==> src/oc_defs.svh <==
`ifndef OC_DEFS_SVH
`define OC_DEFS_SVH

`define CNT_W 16
`define MODE_W 3
`define SYNC_W 5
`define TSEL_W 3
`define NUM_TB 8
`define SYNC_NONE 5'h00
`define TIMER_START 16'h0000

`endif

==> src/oc_pkg.sv <==
package oc_pkg;
    `include "oc_defs.svh"

    // every compare operation lives below the top bit; 1xx is reserved
    typedef enum logic [2:0] {
        CM_SINGLE_HIGH,
        CM_TOGGLE,
        CM_DUAL_SINGLE,
        CM_DUAL_CONT,
        CM_RSVD4,
        CM_RSVD5,
        CM_RSVD6,
        CM_RSVD7
    } cmode_t;

    typedef enum logic [1:0] {
        ST_IDLE,
        ST_ARMED,
        ST_RUN,
        ST_DONE
    } ostate_t;

    typedef struct packed {
        logic [`CNT_W-1:0] primary_compare_value;
        logic [`CNT_W-1:0] secondary_compare_value;
        logic [`MODE_W-1:0] compare_mode_select;
        logic trigger_enable_bit;
        logic trigger_mode_select;
        logic trigger_state_bit;
        logic [`SYNC_W-1:0] sync_source_select;
        logic [`TSEL_W-1:0] time_base_select;
    } oc_cfg_t;

    typedef struct packed {
        ostate_t st;
        logic pin;
        logic trig_stat;
        logic running;
        logic [`CNT_W-1:0] base_cnt;
        logic [`CNT_W-1:0] prev_cnt;
        logic prev_run;
    } oc_state_t;
endpackage

==> src/output_compare_timing.sv <==
`timescale 1ns/1ps
// Function
// - single-shot and continuous pulse modes offered
// - toggle mode inverts pin every match
// - pulse rises on primary, falls on secondary
// - compare values count from timer start zero
// - secondary value only used in dual modes
// - mode field top bit set is reserved
// - trigger enable selects trigger versus synchronous
// - trigger mode and state bits configure triggering
// - sync source zero means free running
// - time base select chooses compared timer
// - synchronous mode starts when timer runs
// - trigger mode idles until trigger event
module output_compare_timing
    import oc_pkg::*;
#(
    parameter int CNT_W = `CNT_W,
    parameter int NUM_TB = `NUM_TB,
    parameter int NUM_SRC = 32
)
(
    // clock and reset
    input wire logic ref_clk,
    input wire logic nrst,
    // configuration
    input oc_pkg::oc_cfg_t cfg,
    input wire logic sw_trigger,
    // timers, same clock domain
    input wire logic [NUM_TB*CNT_W-1:0] tb_count,
    input wire logic [NUM_TB-1:0] timer_run_bit,
    input wire logic [NUM_TB*CNT_W-1:0] timer_period_value,
    // trigger and sync sources
    input wire logic [NUM_SRC-1:0] src_event,
    // outputs
    output logic compare_output_pin,
    output logic trig_status,
    output logic active
);
    import oc_pkg::*;

    oc_state_t s_q, s_d;

    logic [CNT_W-1:0] cnt_sel;
    logic run_sel;
    logic [CNT_W-1:0] elapsed;
    logic src_hit;
    logic prim_hit;
    logic sec_hit;
    logic period_hit;
    logic dual;
    cmode_t mode;

    function automatic logic [CNT_W-1:0] pick(
        input logic [NUM_TB*CNT_W-1:0] bus,
        input logic [`TSEL_W-1:0] idx);
        pick = bus[idx*CNT_W +: CNT_W];
    endfunction

    always_comb
    begin
        mode = cmode_t'(cfg.compare_mode_select);
        cnt_sel = pick(tb_count, cfg.time_base_select);
        run_sel = timer_run_bit[cfg.time_base_select];
        // offset so the first counted value after start is zero
        elapsed = cnt_sel - s_q.base_cnt;
        // zero source means none: free running, never a trigger
        src_hit = (cfg.sync_source_select != `SYNC_NONE)
            && src_event[cfg.sync_source_select];
        dual = (mode == CM_DUAL_SINGLE) || (mode == CM_DUAL_CONT);
        prim_hit = s_q.running && run_sel
            && (elapsed == cfg.primary_compare_value);
        sec_hit = s_q.running && run_sel && dual
            && (elapsed == cfg.secondary_compare_value);
        period_hit = (elapsed == pick(timer_period_value,
            cfg.time_base_select));
    end

    always_comb
    begin
        s_d = s_q;
        s_d.prev_run = run_sel;
        s_d.prev_cnt = cnt_sel;
        // hardware source or sw_trigger pulse sets status; set wins over clear
        if (cfg.trigger_enable_bit && (src_hit || sw_trigger))
            s_d.trig_stat = 1'b1;
        else if (!cfg.trigger_state_bit && !cfg.trigger_mode_select)
            s_d.trig_stat = 1'b0;
        if (cfg.trigger_state_bit)
            s_d.trig_stat = 1'b1; // software trigger
        // reserved modes hold the channel idle with the pin low
        if (cfg.compare_mode_select[2])
        begin
            s_d.st = ST_IDLE;
            s_d.running = 1'b0;
            s_d.pin = 1'b0;
        end
        else
        begin
            case (s_q.st)
                ST_IDLE:
                begin
                    s_d.st = ST_ARMED;
                end
                ST_ARMED:
                begin
                    if (!cfg.trigger_enable_bit && run_sel)
                    begin
                        s_d.st = ST_RUN;
                        s_d.running = 1'b1;
                        s_d.base_cnt = s_q.prev_run ? cnt_sel
                            : `TIMER_START;
                    end
                    else if (cfg.trigger_enable_bit && run_sel
                        && s_d.trig_stat)
                    begin
                        s_d.st = ST_RUN;
                        s_d.running = 1'b1;
                        s_d.base_cnt = cnt_sel;
                    end
                end
                ST_RUN:
                begin
                    if (src_hit && !cfg.trigger_enable_bit)
                        s_d.base_cnt = cnt_sel; // resync
                    case (mode)
                        CM_SINGLE_HIGH:
                        begin
                            if (prim_hit)
                            begin
                                s_d.pin = 1'b1;
                                s_d.st = ST_DONE;
                            end
                        end
                        CM_TOGGLE:
                        begin
                            if (prim_hit)
                                s_d.pin = ~s_q.pin;
                        end
                        CM_DUAL_SINGLE, CM_DUAL_CONT:
                        begin
                            if (prim_hit)
                                s_d.pin = 1'b1;
                            if (sec_hit)
                            begin
                                s_d.pin = 1'b0;
                                if (mode == CM_DUAL_SINGLE)
                                    s_d.st = ST_DONE;
                            end
                        end
                        default:
                        begin
                            s_d.st = ST_IDLE;
                        end
                    endcase
                    // the timer itself wraps to zero after its period,
                    // so elapsed must follow it from zero again
                    if (period_hit && s_q.st == ST_RUN)
                        s_d.base_cnt = `TIMER_START;
                    // a stopped timer parks the channel until it runs
                    if (!run_sel)
                    begin
                        s_d.st = ST_ARMED;
                        s_d.running = 1'b0;
                    end
                end
                ST_DONE:
                begin
                    s_d.running = 1'b0;
                end
                default:
                begin
                    s_d.st = ST_IDLE;
                end
            endcase
        end
    end

    always_ff @(posedge ref_clk)
    begin
        if (!nrst)
            s_q <= '0;
        else
            s_q <= s_d;
    end

    always_ff @(posedge ref_clk)
    begin
        if (!nrst)
        begin
            compare_output_pin <= 1'b0;
            trig_status <= 1'b0;
            active <= 1'b0;
        end
        else
        begin
            compare_output_pin <= s_d.pin;
            trig_status <= s_d.trig_stat;
            active <= s_d.running;
        end
    end

    a_toggle_flip: assert property (@(posedge ref_clk) disable iff (!nrst)
        (mode == CM_TOGGLE && prim_hit && s_q.st == ST_RUN
        && !cfg.compare_mode_select[2])
        |=> compare_output_pin != $past(compare_output_pin))
        else $error("toggle did not invert pin");

    a_rise_primary: assert property (@(posedge ref_clk) disable iff (!nrst)
        (dual && prim_hit && !sec_hit && s_q.st == ST_RUN)
        |=> compare_output_pin)
        else $error("pin did not rise on primary match");

    a_fall_second: assert property (@(posedge ref_clk) disable iff (!nrst)
        (dual && sec_hit && s_q.st == ST_RUN) |=> !compare_output_pin)
        else $error("pin did not fall on secondary match");

    a_reserved_idle: assert property (@(posedge ref_clk) disable iff (!nrst)
        cfg.compare_mode_select[2] |=> !compare_output_pin && !active)
        else $error("reserved mode left pin active");

    a_trig_wait: assert property (@(posedge ref_clk) disable iff (!nrst)
        (s_q.st == ST_ARMED && cfg.trigger_enable_bit && !s_d.trig_stat)
        |=> !active)
        else $error("started without trigger");

    a_sync_start: assert property (@(posedge ref_clk) disable iff (!nrst)
        (s_q.st == ST_ARMED && !cfg.trigger_enable_bit && run_sel
        && !cfg.compare_mode_select[2])
        |=> active)
        else $error("sync mode did not start");

    a_dual_single_stop: assert property (@(posedge ref_clk)
        disable iff (!nrst)
        (mode == CM_DUAL_SINGLE && sec_hit && s_q.st == ST_RUN)
        |=> ##1 !active)
        else $error("dual single shot kept running");

    a_dual_cont_run: assert property (@(posedge ref_clk) disable iff (!nrst)
        (mode == CM_DUAL_CONT && sec_hit && s_q.st == ST_RUN)
        |=> active)
        else $error("continuous pulse stopped after one pulse");

    // single compare must ignore the secondary value entirely
    a_single_primary: assert property (@(posedge ref_clk) disable iff (!nrst)
        (mode == CM_SINGLE_HIGH && s_q.st == ST_RUN && !prim_hit)
        |=> compare_output_pin == $past(compare_output_pin))
        else $error("single mode pin moved without primary match");

    a_toggle_hold: assert property (@(posedge ref_clk) disable iff (!nrst)
        (mode == CM_TOGGLE && s_q.st == ST_RUN && !prim_hit)
        |=> $stable(compare_output_pin))
        else $error("toggle pin moved without match");

    a_period_restart: assert property (@(posedge ref_clk) disable iff (!nrst)
        (s_q.st == ST_RUN && period_hit && !cfg.compare_mode_select[2])
        |=> s_q.base_cnt == `TIMER_START)
        else $error("elapsed count not restarted at period");

    a_sw_trig_stat: assert property (@(posedge ref_clk) disable iff (!nrst)
        cfg.trigger_state_bit |=> trig_status)
        else $error("software trigger did not set status");

    a_hw_trig_stat: assert property (@(posedge ref_clk) disable iff (!nrst)
        (cfg.trigger_enable_bit && src_hit) |=> trig_status)
        else $error("hardware trigger did not set status");

    // the channel must not count while its time base is stopped
    a_idle_no_timer: assert property (@(posedge ref_clk) disable iff (!nrst)
        (s_q.st == ST_ARMED && !run_sel) |=> !active)
        else $error("channel active with timer stopped");

    a_done_quiet: assert property (@(posedge ref_clk) disable iff (!nrst)
        (s_q.st == ST_DONE && !cfg.compare_mode_select[2])
        |=> $stable(compare_output_pin))
        else $error("pin moved after single shot finished");

    a_single_done: assert property (@(posedge ref_clk) disable iff (!nrst)
        (mode == CM_SINGLE_HIGH && prim_hit && s_q.st == ST_RUN)
        |=> compare_output_pin ##1 !active)
        else $error("single shot did not finish");

    a_no_src_zero: assert property (@(posedge ref_clk) disable iff (!nrst)
        (cfg.sync_source_select == `SYNC_NONE) |-> !src_hit)
        else $error("zero source produced event");
endmodule

==> config.mk <==
export PLATFORM = sky130hd
export DESIGN_NAME = output_compare_timing
export DESIGN_NICKNAME = d
export VERILOG_FILES = /design/src/oc_pkg.sv /design/src/output_compare_timing.sv
export VERILOG_INCLUDE_DIRS = /design/src /design/src/src
export SDC_FILE = /design/constraint.sdc
export NUM_CORES = 1
export LEC_CHECK = 0
export ABC_AREA = 0
export ABC_CLOCK_PERIOD_IN_PS = 13500
export BUFFER_PORTS_ARGS = -buffer_cell sky130_fd_sc_hd__buf_2
export CORE_AREA = 3 3 133 135
export CTS_CLUSTER_DIAMETER = 50
export DETAILED_ROUTE_END_ITERATION = 7
export DIE_AREA = 0 0 136 138
export GPL_ROUTABILITY_DRIVEN = 0
export PLACE_DENSITY_LB_ADDON = 0.12
export SLEW_MARGIN = 20
export SYNTH_ARGS = -nofsm -noshare
export SYNTH_HDL_FRONTEND = slang
export SYNTH_SLANG_ARGS = --single-unit
==> constraint.sdc <==
create_clock -name ref_clk -period 13.5 [get_ports ref_clk]
set_clock_uncertainty 0.2 [all_clocks]
set_input_delay 1.35 -clock ref_clk [delete_from_list [all_inputs] [get_ports ref_clk]]
set_output_delay 1.35 -clock ref_clk [all_outputs]
set_load 0.01 [all_outputs]
# After elaboration in Yosys (flattened, before gate mapping)
# Cells that the tools add are included.
[classes]
n_addsub = 1
magnitude_cmp = 2
eq_ne = 19
shift = 2
n_mux = 27
n_bitwise = 3
n_reduce_logical = 30
[ops]
columns = ["cell", "count"]
rows = [
  ["variable part select 128 x 8 -> 16 bit", 2],
  ["equality test 16 bit", 3],
  ["2-to-1 mux 16 bit", 3],
  ["2-to-1 mux 17 bit", 2],
  ["case mux 16 bit (2 select lines)", 1],
  ["subtractor 16 bit", 1],
  ["logical AND 1 bit", 12],
  ["inequality test 4 bit, second input constant", 3],
  ["case mux 2 bit (3 select lines)", 2],
  ["2-to-1 mux 1 bit", 9],
  ["inequality test 3 bit, second input constant", 3],
  ["nonzero test 3 bit", 3],
  ["2-to-1 mux 2 bit", 4],
  ["equality test 3 x 2 -> 1 bit, second input constant", 2],
  ["less-than comparator 5 x 6 -> 1 bit, second input constant", 1],
  ["2-to-1 mux 3 bit", 2],
  ["inequality test 2 bit, second input constant", 3],
  ["case mux 1 bit (3 select lines)", 2],
  ["AND reduction 6 bit", 1],
  ["binary-select mux 1 bit (select 5 bit)", 1],
  ["AND reduction 5 bit", 1],
  ["nonzero test 5 bit", 1],
  ["equality test 2 bit, second input constant", 2],
  ["less-than comparator 3 x 4 -> 1 bit, second input constant", 1],
  ["13 further kinds", 19],
]
[word_totals]
ff_bits = 22
input_bits = 345

# Longest topological paths before layout
# Gate-level depths: netlist of run 1.
[depth]
depth_word = 11
ltp_mapped = 21

# Least setup slack after synthesis of run 1
# Ideal clock, no wire load.
[synth_timing]
kind = "input-to-reg"
start = "input port cfg[0] in the netlist's numbering"
end = "register s_q[19] in the netlist's numbering"
setup_ns = 0.115
arrival_ns = 6.114
slack_ns = 7.070
cell_stages = 20
cell_sequence = "buf_6 > buf_12 > buf_12 > buf_12 > buf_2 > buf_2 > mux4_2 > mux2_2 > ha_1 > o211a_1 > o21a_4 > or4_1 > and3b_1 > xor2_1 > nand4b_1 > nor4_4 > o2111ai_4 > buf_6 > and3_1 > a31o_1"
[synth_between]
elab_chain_len = 6
elab_cells_between_ends = 19
classes_between = "add/sub (1); eq/ne (3); shift (2); mux (8); reduce/logical (5)"
[synth_rtl]
columns = ["element", "line_no", "text"]
rows = [
  ["from (decl)", "output_compare_timing.sv:27", "input oc_pkg::oc_cfg_t cfg,"],
  ["variable part select 128 x 8 -> 16 bit or binary-select mux 1 bit (select 3 bit) (tied branches)", "output_compare_timing.sv:57, output_compare_timing.sv:64", ""],
  ["subtractor 16 bit or 2-to-1 mux 1 bit (tied branches)", "output_compare_timing.sv:66, output_compare_timing.sv:64", ""],
  ["equality test 16 bit or logical AND 1 bit (tied branches)", "output_compare_timing.sv:75, output_compare_timing.sv:114", ""],
  ["logical AND 1 bit, on equally long branches", "output_compare_timing.sv:158, output_compare_timing.sv:115", ""],
  ["inequality test 3 x 2 -> 1 bit (no line) (tied with other cells)", "-", ""],
  ["AND reduction 4 bit (no line) or case mux 16 bit (2 select lines) (tied branches)", "-", ""],
  ["to (signal assigned)", "output_compare_timing.sv:182", "s_q <= '0;"],
  ["to (signal assigned)", "output_compare_timing.sv:184", "s_q <= s_d;"],
  ["to (decl)", "output_compare_timing.sv:42", "oc_state_t s_q, s_d;"],
]
# Parallel ways exist; a longest one is shown, timed or not. The select of a mux whose other input is x is not followed.
# A chain may end at the register's enable or synchronous reset.

# Final worst setup path of run 1
[layout_timing]
start = "input port cfg[0] in the netlist's numbering"
end = "register s_q[31] in the netlist's numbering"
# Same word-level chain as after synthesis.

==> run_results.csv, run 1 <==
group,metric,value,unit
clocking,cts_resized,0,
setup_path,sequence_of_cells_on_the_critical_path,"buf_4 > buf_4 > mux4_1 > mux2_2 > inv_1 > fa_1 > nor2b_1 > o21ai_1 > o211ai_1 > a31oi_1 > xnor2_1 > nand4b_1 > nor4_4 > o2111ai_4 > and3_1 > a31o_1",
drt,routed_wire_length_per_instance,20.10,µm
synthesis,synth-seq-area-share,8.085,%
drt,route.detailed.vias_per_inst,5.481,
global_routing,tot_gr_track_use,21.70,%
setup_path,end_kind,"flip-flop",
drt,detailroute.via_count,5755,
drt,post_detailed_route_count_of_antenna_violating_nets,0,
global_routing,grt_antenna_before_repair,0,
die,num_io_pins,348,
global_routing,grt_overflow_total,0,
synthesis,fraction_of_registers_with_async_set_reset,0,%
final_layout,layout_cells_sized_above_1,55.06,%
setup_path,crit_path_max_fanout,38,
die,die_footprint,0.01877,mm²
drt,drt-total-wl,21.11,mm
sta,finalCriticalPeriod,6.931,ns
synthesis,yosysMostFrequentCell,"sky130_fd_sc_hd__mux4_2",
drt,detail_route.iter0.violations,355,
final_layout,finish.net_count,1200,
synthesis,synth_top_area_share,26.87,%
synthesis,synth.avg_cell_area,10.70,µm²
worst_hold_path,hold_path_depth,2,
final_layout,area_growth_from_synthesis_to_layout,35.28,%
setup_path,timing.critical_path.mode_cell,"sky130_fd_sc_hd__buf_4",
clocking,cts_tree,"yes",
setup_path,timing.critical_path.depth,16,
clocking,cts_buffers,3,
run,max_cap_viol_count,0,
sta,setup_violations,0,
final_layout,num_antenna_cells,0,
drt,drcViolationCount,0,
die,die_h,138,µm
clocking,cts-root-to-sink-buffers,2,
setup_path,timing.critical_path.arrival,6.90,ns
global_routing,grt_pass1_vias,6234,
synthesis,syn_nets,878,
setup_path,crit_required,13.47,ns
sta,setup_repair_after_global_routing_missed_its_margin,"no",
setup_path,crit_path_max_incr_delay,0.69,ns
placement,place_inst,1046,
clocking,numClockSinks,22,
global_routing,grt_max_degree,65,
clocking,clock_latency_at_the_later_pin_of_the_worst_skew_pair,0.27,ns
final_layout,finalNonFillerCells,1050,
sta,slew_headroom,45.90,%
sta,finalHoldViolCount,0,
setup_path,worstSetupStartpointType,"primary input",
synthesis,post-synth-top-area-cell,"sky130_fd_sc_hd__mux4_2",
synthesis,synth_enable_flop_cells,0,
clocking,cts_hold_repair.buffers,0,
power_and_ir_drop,cellLeakagePower,0.003367,µW
placement,post_dp_cell_area,0.007264,mm²
setup_path,crit_buf_inv,3,
synthesis,yosys-top-cells-count,"sky130_fd_sc_hd__mux4_2, sky130_fd_sc_hd__nand2_1, sky130_fd_sc_hd__xnor2_1",
synthesis,yosys_most_used_dff,"sky130_fd_sc_hd__dfxtp_1",
worst_hold_path,min-delay-path-class,"flip-flop to flip-flop",
synthesis,synth_cells,509,
final_layout,nFillCells,1655,
clocking,cts-htree-levels,1,
synthesis,synth.top_cells.by_area,"sky130_fd_sc_hd__mux4_2, sky130_fd_sc_hd__dfxtp_1, sky130_fd_sc_hd__ha_1",
synthesis,netlist_area,0.005448,mm²
setup_path,critical_path.top_delay_family,"compound AO/OA/AOI/OAI gates",
sta,slew_violations,0,
clocking,clk_transition_reported_paths,0.07,ns
setup_path,timing_worst_setup_path_type,"primary input to flip-flop",
sta,achievable_freq,144.3,MHz
final_layout,fin_area,0.007370,mm²
setup_path,timing.critical_path.slowest_stage_cell,"sky130_fd_sc_hd__a31oi_1",
synthesis,synth-seq-cells,22,
die,floorplan.rows,47,
clocking,ctsRootBufferMaster,"sky130_fd_sc_hd__clkbuf_16",
die,effective_utilization_at_floorplan,32.85,%
run_status,run_status,"finished, final reports clean",
die,die_x,136,µm
synthesis,ys_types,79,
power_and_ir_drop,power.density,70.55,mW/mm²
die,core_region_area,0.01658,mm²
setup_path,count_of_cells_along_the_worst_register_to_register_path,12,
global_routing,grt_pass1_wl,32.57,mm
sta,setup_tns,0,ns
sta,timing.final.crit_share,51.34,%
final_layout,post-route-util,44.44,%
sta,tightest_slew,0.8115,ns
power_and_ir_drop,vdd_drop_max,0.00005384,V
clocking,postCtsSetupBuffers,0,
placement,number_of_input_and_output_port_buffers_inserted,346,
drt,drt_first_pass_iters,4,
synthesis,yosys_warnings,0,
power_and_ir_drop,p_total,519.9,µW
placement,detailedPlacementHpwl,18.20,mm
## per-stage QoR
step                      setup WS [ns]  hold WS (ns)
final                             6.569        0.3123
after global routing              6.213        0.3342
after CTS                         6.584        0.3108
after detailed placement          6.330        0.2967
after global placement            6.481        0.2785
after floorplan                   7.070        0.2675
## worst paths after layout
kind	slack, ns	endpoint	startpoint
worst min-delay path	0.31	s_q[17]	s_q[17]
worst min register to register	0.31	s_q[17]	s_q[17]
worst max-delay path	6.57	s_q[31]	cfg[0]
worst max register to register	9.06	s_q[31]	s_q[24]
## cells by family (layout without fill, tap and decap cells)
logic type,after synthesis,in the layout,share of synthesized area (%)
AO/OA/AOI/OAI,111,111,15.92
XOR/XNOR,53,53,11.30
adder cells (fa/ha/maj),24,24,5.650
buffers and inverters,55,376,5.604
flip-flops,22,22,8.084
multiplexers,113,113,39.37
AND/OR/NAND/NOR,131,131,14.08
## state kept, by name, summed over array words and instances, names as in the netlist
name,count
active,1
compare_output_pin,1
s_q,19
trig_status,1
## area by class of cell
cell class                 count  area (µm²)  share of cell area (%)
clock buffer                   3       75.07                   1.019
clock inverter                 1       30.03                  0.4075
inverter                      22       82.58                   1.121
multi-input combinational    432        4702                   63.80
sequential                    22       440.4                   5.976
tap                          220       275.3                   3.735
timing repair buffer         350        1764                   23.94
## layout by cell type, fill, tap and decap left out, types with 3 or more instances in the layout
cell                          n
sky130_fd_sc_hd__a211oi_1     6
sky130_fd_sc_hd__a21boi_0     3
sky130_fd_sc_hd__a21o_1       5
sky130_fd_sc_hd__a21oi_1     18
sky130_fd_sc_hd__a31o_1      13
sky130_fd_sc_hd__and2_1       3
sky130_fd_sc_hd__and3_1      17
sky130_fd_sc_hd__buf_2      345
sky130_fd_sc_hd__buf_4        5
sky130_fd_sc_hd__clkbuf_16    3
sky130_fd_sc_hd__dfxtp_1     22
sky130_fd_sc_hd__ha_1        23
sky130_fd_sc_hd__inv_1       22
sky130_fd_sc_hd__mux2_2      20
sky130_fd_sc_hd__mux2i_1     17
sky130_fd_sc_hd__mux4_1      10
sky130_fd_sc_hd__mux4_2      65
sky130_fd_sc_hd__nand2_1     31
sky130_fd_sc_hd__nand2b_1     5
sky130_fd_sc_hd__nand3_1     12
sky130_fd_sc_hd__nand4_1      7
sky130_fd_sc_hd__nand4b_1     3
sky130_fd_sc_hd__nor2_1      11
sky130_fd_sc_hd__nor2b_1      9
sky130_fd_sc_hd__nor3_1       8
sky130_fd_sc_hd__o2111ai_1    4
sky130_fd_sc_hd__o211a_1      4
sky130_fd_sc_hd__o211ai_1     6
sky130_fd_sc_hd__o21a_1       4
sky130_fd_sc_hd__o21ai_0     12
sky130_fd_sc_hd__o31ai_1      3
sky130_fd_sc_hd__o41ai_1      4
sky130_fd_sc_hd__or4_1        3
sky130_fd_sc_hd__xnor2_1     25
sky130_fd_sc_hd__xnor3_1      8
sky130_fd_sc_hd__xor2_1      17
## layer usage
| metal | track usage (%) | part of all wire [%] | vias up |
|---|---|---|---|
| met4 | 2.971 | 1.0 | 0 |
| met3 | 2.289 | 5.3 | 17 |
| met1 | 27.10 | 40 | 2793 |
| met2 | 40.83 | 54 | 240 |
| li1 | - | - | 2705 |
| met5 | 0 | 0 | - |
## worst min-delay path, stage by stage, from the launching register on
cell	delay, ns
sky130_fd_sc_hd__dfxtp_1	0.34
sky130_fd_sc_hd__nand3_1	0.07
sky130_fd_sc_hd__o41ai_1	0.06
## power by group
part	switching (µW)	total [µW]	internal, µW
clock network	30.3	89.4	59.1
logic	181	361	181
registers	1.58	69.2	67.7
total	213	520	307
(Power assumes the default switching activity.)
==> run 2, diff against run 1 <==
--- a/config.mk
+++ b/config.mk
@@ -6,13 +6,13 @@
 export SDC_FILE = /design/constraint.sdc
 export NUM_CORES = 1
 export LEC_CHECK = 0
-export ABC_AREA = 0
-export ABC_CLOCK_PERIOD_IN_PS = 13500
+export ABC_AREA = 1
+export ABC_CLOCK_PERIOD_IN_PS = 6700
 export BUFFER_PORTS_ARGS = -buffer_cell sky130_fd_sc_hd__buf_2
-export CORE_AREA = 3 3 133 135
+export CORE_AREA = 3 3 136 138
 export CTS_CLUSTER_DIAMETER = 50
 export DETAILED_ROUTE_END_ITERATION = 7
-export DIE_AREA = 0 0 136 138
+export DIE_AREA = 0 0 139 141
 export GPL_ROUTABILITY_DRIVEN = 0
 export PLACE_DENSITY_LB_ADDON = 0.12
 export SLEW_MARGIN = 20
==> constraint.sdc (replaced) <==
create_clock -name ref_clk -period 6.7 [get_ports ref_clk]
set_clock_uncertainty 0.2 [all_clocks]
set_input_delay 0.67 -clock ref_clk [delete_from_list [all_inputs] [get_ports ref_clk]]
set_output_delay 0.67 -clock ref_clk [all_outputs]
set_load 0.01 [all_outputs]
==> run_results.csv, run 2 <==
group,metric,value,unit
run_status,run_status,"finished, final reports clean",
setup_path,timing.critical_path.slowest_stage_cell,"sky130_fd_sc_hd__buf_2",
synthesis,yosysMostFrequentCell,"sky130_fd_sc_hd__nand2_1",
final_layout,area_growth_from_synthesis_to_layout,30.24,%
drt,post_detailed_route_count_of_antenna_violating_nets,0,
global_routing,grt_pass1_wl,42.89,mm
final_layout,regMostFlops,"s_q",
die,num_io_pins,348,
sta,setup_violations,0,
synthesis,synth-seq-cells,22,
die,floorplan.rows,48,
final_layout,finalNonFillerCells,1711,
sta,timing.final.crit_share,74.74,%
power_and_ir_drop,share_of_power_burned_in_the_clock_network,13.8,%
power_and_ir_drop,p_switching,512.0,µW
die,core_region_area,0.01730,mm²
synthesis,post-synth-top-area-cell,"sky130_fd_sc_hd__nand2_1",
clocking,cts_tree,"yes",
worst_hold_path,min-delay-path-class,"flip-flop to flip-flop",
synthesis,fraction_of_registers_with_async_set_reset,0,%
synthesis,netlist_area,0.006041,mm²
synthesis,ys_types,44,
global_routing,grt_antenna_before_repair,2,
final_layout,number_of_flip_flops_in_the_largest_register,19,
global_routing,tot_gr_track_use,26.92,%
die,die_x,139,µm
setup_path,ff2ff_setup_slack,3.34,ns
setup_path,crit_buf_inv,6,
clocking,ctsRootBufferMaster,"sky130_fd_sc_hd__clkbuf_16",
synthesis,synth_cells,1188,
synthesis,synth_top_area_share,22.93,%
drt,detailroute.via_count,8583,
clocking,cts_hold_repair.buffers,0,
sta,setup_repair_after_global_routing_missed_its_margin,"no",
drt,routed_wire_length_per_instance,16.35,µm
setup_path,end_kind,"flip-flop",
final_layout,most-common-layout-cells,"sky130_fd_sc_hd__nand2_1, sky130_fd_sc_hd__buf_2, sky130_fd_sc_hd__nor2_1",
power_and_ir_drop,power.sequential.fraction,14.0,%
clocking,postCtsSetupBuffers,0,
drt,drt-total-wl,27.98,mm
run,max_cap_viol_count,0,
die,die_h,141,µm
final_layout,finish.net_count,1854,
synthesis,synth-seq-area-share,7.291,%
setup_path,timing_worst_setup_path_type,"primary input to flip-flop",
synthesis,yosys_warnings,0,
global_routing,grt_pass1_vias,8191,
global_routing,grt_max_degree,76,
power_and_ir_drop,power.density,131.6,mW/mm²
setup_path,crit_path_max_incr_delay,0.47,ns
clocking,cts_resized,0,
drt,route.detailed.vias_per_inst,5.016,
placement,post_dp_cell_area,0.007774,mm²
synthesis,yosys_most_used_dff,"sky130_fd_sc_hd__dfxtp_1",
setup_path,crit_path_max_fanout,35,
clocking,clock_latency_at_the_later_pin_of_the_worst_skew_pair,0.26,ns
drt,drt_first_pass_iters,6,
power_and_ir_drop,proportion_of_total_power_due_to_net_switching,49.45,%
clocking,cts_buffers,3,
setup_path,timing.critical_path.mode_cell,"sky130_fd_sc_hd__nand2_1",
sta,finalCriticalPeriod,5.008,ns
clocking,cts-root-to-sink-buffers,2,
sta,achievable_freq,199.7,MHz
power_and_ir_drop,cellLeakagePower,0.004520,µW
final_layout,post-route-util,45.49,%
die,effective_utilization_at_floorplan,34.92,%
synthesis,yosys-top-cells-count,"sky130_fd_sc_hd__nand2_1, sky130_fd_sc_hd__nor2_1, sky130_fd_sc_hd__nand3_1",
sta,tightest_slew,0.7615,ns
sta,setup_tns,0,ns
final_layout,nFillCells,1963,
global_routing,grt_overflow_total,0,
sta,fin_hold_ws,0.2920,ns
final_layout,fin_area,0.007868,mm²
clocking,cts-htree-levels,1,
placement,detailedPlacementHpwl,23.62,mm
power_and_ir_drop,internal-power,523.4,µW
setup_path,sequence_of_cells_on_the_critical_path,"buf_2 > buf_4 > o21ai_0 > o22ai_1 > inv_1 > o21ai_1 > inv_1 > fa_1 > inv_1 > nand3_1 > nand2_1 > nand2_1 > nand2_1 > nand2_1 > nand2_1 > inv_1 > nand2_1 > nand4_1 > nor2_2 > nand3_4 > nand2_1 > nor2_1 > nor2_1 > nor2_1",
setup_path,critical_path.top_delay_family,"simple AND/OR/NAND/NOR gates",
setup_path,worstSetupStartpointType,"primary input",
placement,number_of_input_and_output_port_buffers_inserted,347,
sta,finalHoldViolCount,0,
synthesis,synth.avg_cell_area,5.085,µm²
drt,drcViolationCount,0,
synthesis,synth_enable_flop_cells,0,
clocking,numClockSinks,22,
setup_path,timing.critical_path.arrival,4.95,ns
power_and_ir_drop,vdd_drop_max,0.00009739,V
sta,slew_headroom,49.16,%
power_and_ir_drop,power_frac_comb,72.2,%
final_layout,layout_cells_sized_above_1,27.16,%
synthesis,syn_nets,1557,
synthesis,synth.top_cells.by_area,"sky130_fd_sc_hd__nand2_1, sky130_fd_sc_hd__nand3_1, sky130_fd_sc_hd__nor2_1",
placement,place_inst,1705,
setup_path,crit_required,6.65,ns
clocking,clk_transition_reported_paths,0.07,ns
die,die_footprint,0.01960,mm²
final_layout,final_common_cell,"sky130_fd_sc_hd__nand2_1",
sta,slew_violations,0,
drt,detail_route.iter0.violations,564,
## run 2: kinds of logic after synthesis
family	share of synthesized area [%]
buf+inv	14.08
compound gates	16.86
simple gates	53.15
flops	7.291
mux	0.3314
fa+ha+maj	5.095
xor+xnor	3.190
## run 2: power groups by stage
stage | registers, µW | clock network [µW] | logic [µW]
floorplan | 147 | 0 | 514
global placement | 148 | 0 | 739
detailed placement | 148 | 0 | 743
CTS | 145 | 145 | 747
global route | 146 | 150 | 850
finish | 145 | 143 | 748
## run 2: path summary, 6_finish.rpt
check          start      end  cells after the start
min          s_q[28]  s_q[28]                      2
max           cfg[1]  s_q[24]                     24
min reg2reg  s_q[28]  s_q[28]                      2
max reg2reg  s_q[17]  s_q[24]                     18
## run 2: worst register-to-register path, stage by stage, from the launching register on
cell,delay (ns)
sky130_fd_sc_hd__dfxtp_1,0.33
sky130_fd_sc_hd__ha_1,0.22
sky130_fd_sc_hd__fa_1,0.41
sky130_fd_sc_hd__inv_1,0.10
sky130_fd_sc_hd__nand3_1,0.11
sky130_fd_sc_hd__nand2_1,0.19
sky130_fd_sc_hd__nand2_1,0.10
sky130_fd_sc_hd__nand2_1,0.06
sky130_fd_sc_hd__nand2_1,0.06
sky130_fd_sc_hd__nand2_1,0.13
sky130_fd_sc_hd__inv_1,0.09
sky130_fd_sc_hd__nand2_1,0.08
sky130_fd_sc_hd__nand4_1,0.13
sky130_fd_sc_hd__nor2_2,0.19
sky130_fd_sc_hd__nand3_4,0.14
sky130_fd_sc_hd__nand2_1,0.40
sky130_fd_sc_hd__nor2_1,0.11
sky130_fd_sc_hd__nor2_1,0.14
sky130_fd_sc_hd__nor2_1,0.06
## run 2: area by class of cell
cell class	count	area [µm²]	area share [%]
diodes	2	5.005	0.06361
multi-input cells	969	4750	60.37
repair buffers	351	1782	22.65
clock buffers	4	88.84	1.129
inverters	138	520.5	6.616
well taps	225	281.5	3.578
flip-flops and latches	22	440.4	5.598
## run 2: per-stage QoR
stage,total power (µW),worst slack (ns)
after floorplan,661.2,2.379
after global placement,886.7,1.504
after global routing,1146,1.185
final,1035,1.692
after detailed placement,890.8,1.510
after CTS,1037,1.688
## run 2: layer usage
metal / share of wire [%] / global-route usage [%]
met2: 51 / 51.04
met4: 2.4 / 6.849
met3: 6.1 / 3.358
met1: 41 / 32.01
met5: 0 / 0
==> run 3, diff against run 2 <==
--- a/config.mk
+++ b/config.mk
@@ -7,7 +7,7 @@
 export NUM_CORES = 1
 export LEC_CHECK = 0
 export ABC_AREA = 1
-export ABC_CLOCK_PERIOD_IN_PS = 6700
+export ABC_CLOCK_PERIOD_IN_PS = 4600
 export BUFFER_PORTS_ARGS = -buffer_cell sky130_fd_sc_hd__buf_2
 export CORE_AREA = 3 3 136 138
 export CTS_CLUSTER_DIAMETER = 50
==> constraint.sdc (replaced) <==
create_clock -name ref_clk -period 4.6 [get_ports ref_clk]
set_clock_uncertainty 0.2 [all_clocks]
set_input_delay 0.46 -clock ref_clk [delete_from_list [all_inputs] [get_ports ref_clk]]
set_output_delay 0.46 -clock ref_clk [all_outputs]
set_load 0.01 [all_outputs]
==> run_results.csv, run 3 (synthesized netlist as in run 2, its figures left out) <==
group,metric,value,unit
run_status,run_status,"finished, final reports clean",
power_and_ir_drop,cellLeakagePower,0.004579,µW
clocking,clk_transition_reported_paths,0.07,ns
final_layout,most-common-layout-cells,"sky130_fd_sc_hd__nand2_1, sky130_fd_sc_hd__buf_2, sky130_fd_sc_hd__nor2_1",
placement,number_of_input_and_output_port_buffers_inserted,347,
setup_path,timing.critical_path.slowest_stage_cell,"sky130_fd_sc_hd__fa_1",
setup_path,crit_path_max_fanout,33,
setup_path,end_kind,"flip-flop",
die,effective_utilization_at_floorplan,34.92,%
sta,finalCriticalPeriod,4.051,ns
clocking,ctsRootBufferMaster,"sky130_fd_sc_hd__clkbuf_16",
sta,achievable_freq,246.9,MHz
clocking,cts-root-to-sink-buffers,2,
final_layout,finalNonFillerCells,1723,
setup_path,ff2ff_setup_slack,1.39,ns
die,core_region_area,0.01730,mm²
power_and_ir_drop,power.density,195.9,mW/mm²
sta,setup_tns,0,ns
power_and_ir_drop,p_total,1562,µW
setup_path,timing.critical_path.arrival,4.00,ns
drt,routed_wire_length_per_instance,16.26,µm
sta,timing.final.crit_share,88.06,%
clocking,cts-htree-levels,1,
drt,detailroute.via_count,8656,
placement,detailedPlacementHpwl,24.06,mm
final_layout,finish.net_count,1865,
final_layout,multi_input_comb_area,0.004752,mm²
die,die_h,141,µm
die,num_io_pins,348,
global_routing,grt_pass1_vias,8491,
clocking,cts_tree,"yes",
final_layout,final_common_cell,"sky130_fd_sc_hd__nand2_1",
setup_path,crit_path_max_incr_delay,0.51,ns
setup_path,sequence_of_cells_on_the_critical_path,"buf_2 > clkinv_2 > o21ai_0 > o22ai_1 > o21ai_0 > ha_1 > fa_1 > nand2_1 > nand2_1 > nor3_1 > nand2_1 > nor2_1 > nand3_1 > nor2_1 > nand3_1 > nor2_1 > nand2_1 > nand2_1 > nand2_1 > nand2_1 > nand2_1 > nor2_1 > nor2_1",
die,floorplan.rows,48,
setup_path,worstReg2RegStart,"s_q[17]",
power_and_ir_drop,vdd_drop_max,0.0001413,V
drt,drcViolationCount,0,
sta,tightest_slew,0.6588,ns
worst_hold_path,hold_startpoint,"cfg[10]",
global_routing,tot_gr_track_use,27.41,%
setup_path,timing.critical_path.mode_cell,"sky130_fd_sc_hd__nand2_1",
final_layout,area_growth_from_synthesis_to_layout,32.02,%
worst_hold_path,hold_path_depth,3,
sta,finalHoldViolCount,0,
final_layout,post-route-util,46.11,%
global_routing,grt_max_degree,69,
final_layout,nFillCells,2006,
global_routing,grt_antenna_before_repair,4,
setup_path,timing_worst_setup_path_type,"primary input to flip-flop",
setup_path,count_of_cells_along_the_worst_register_to_register_path,18,
worst_hold_path,min-delay-path-class,"primary input to flip-flop",
worst_hold_path,min_delay_worst_endpoint,"trig_status",
setup_path,reg_to_reg_endpoint,"s_q[23]",
drt,post_detailed_route_count_of_antenna_violating_nets,0,
placement,post_dp_cell_area,0.007856,mm²
sta,slew_headroom,56.08,%
clocking,clock_latency_at_the_later_pin_of_the_worst_skew_pair,0.26,ns
final_layout,sequential_cell_area,440.4,µm²
global_routing,grt_pass1_wl,43.87,mm
sta,setup_repair_after_global_routing_missed_its_margin,"no",
final_layout,regMostFlops,"s_q",
setup_path,crit_required,4.55,ns
final_layout,fin_area,0.007975,mm²
sta,setup_violations,0,
placement,place_inst,1716,
sta,slew_violations,0,
die,die_x,139,µm
clocking,numClockSinks,22,
final_layout,number_of_flip_flops_in_the_largest_register,19,
die,die_footprint,0.01960,mm²
final_layout,layout_cells_sized_above_1,27.76,%
setup_path,worstSetupStartpointType,"primary input",
clocking,cts_buffers,3,
drt,drt-total-wl,28.02,mm
drt,detail_route.iter0.violations,500,
drt,drt_first_pass_iters,5,
global_routing,grt_overflow_total,0,
clocking,postCtsSetupBuffers,0,
drt,route.detailed.vias_per_inst,5.024,
run,max_cap_viol_count,0,
==> run 3: power by group <==
group	leakage, µW	internal [µW]	switching [µW]	total (µW)
registers	0.000180	204	7.58	212
logic	0.00435	436	665	1100
clock network	0.0000511	173	76.7	250
total	0.00458	813	749	1560
==> run 3: stage by stage <==
step	hold WS (ns)	setup slack, ns
after global routing	0.3182	0.03121
after detailed placement	0.2905	0.07906
after CTS	0.2879	0.3448
final	0.2861	0.5492
after floorplan	0.2516	0.4894
after global placement	0.2742	0.1706
==> run 3: repair_timing <==
action                                  CTS  global route
endpoints found under the setup margin    0            13
hold buffers                              0             0
resized for setup                         0             3
==> run 3: critical path, delay by kind of cell <==
family / cells / cell delay [ns]
buffers and inverters: 2 / 0.50
AO/OA/AOI/OAI: 3 / 0.61
adder cells (fa/ha/maj): 2 / 0.75
AND/OR/NAND/NOR: 16 / 1.68
==> run 3: cell type report <==
cell class / count / area share (%)
multi-input cells: 969 / 59.59
repair buffers: 362 / 23.38
clock inverters: 1 / 0.3765
clock buffers: 3 / 0.9413
flip-flops and latches: 22 / 5.522
diodes: 3 / 0.09413
inverters: 138 / 6.574
well taps: 225 / 3.530
==> run 3: metal layers <==
| layer | GRT usage, % | wire, µm | vias to the layer above |
|---|---|---|---|
| met5 | 0 | 13 | - |
| met2 | 51.80 | 14090 | 344 |
| met1 | 31.90 | 11380 | 3824 |
| met4 | 7.621 | 758 | 2 |
| met3 | 4.342 | 1774 | 48 |
| li1 | - | - | 4438 |
==> run 3: how the worst max path moves through the flow <==
stage | startpoint | to | slack, ns | cells past startpoint
2_1_floorplan | cfg[0] | s_q[17] | 0.49 | 24
4_1_cts | cfg[0] | s_q[23] | 0.34 | 23
5_1_grt | cfg[1] | s_q[21] | 0.03 | 27
6_report | cfg[1] | s_q[37] | 0.55 | 23
3_3_place_gp | cfg[0] | s_q[20] | 0.17 | 23
3_5_place_dp | cfg[0] | s_q[23] | 0.08 | 23
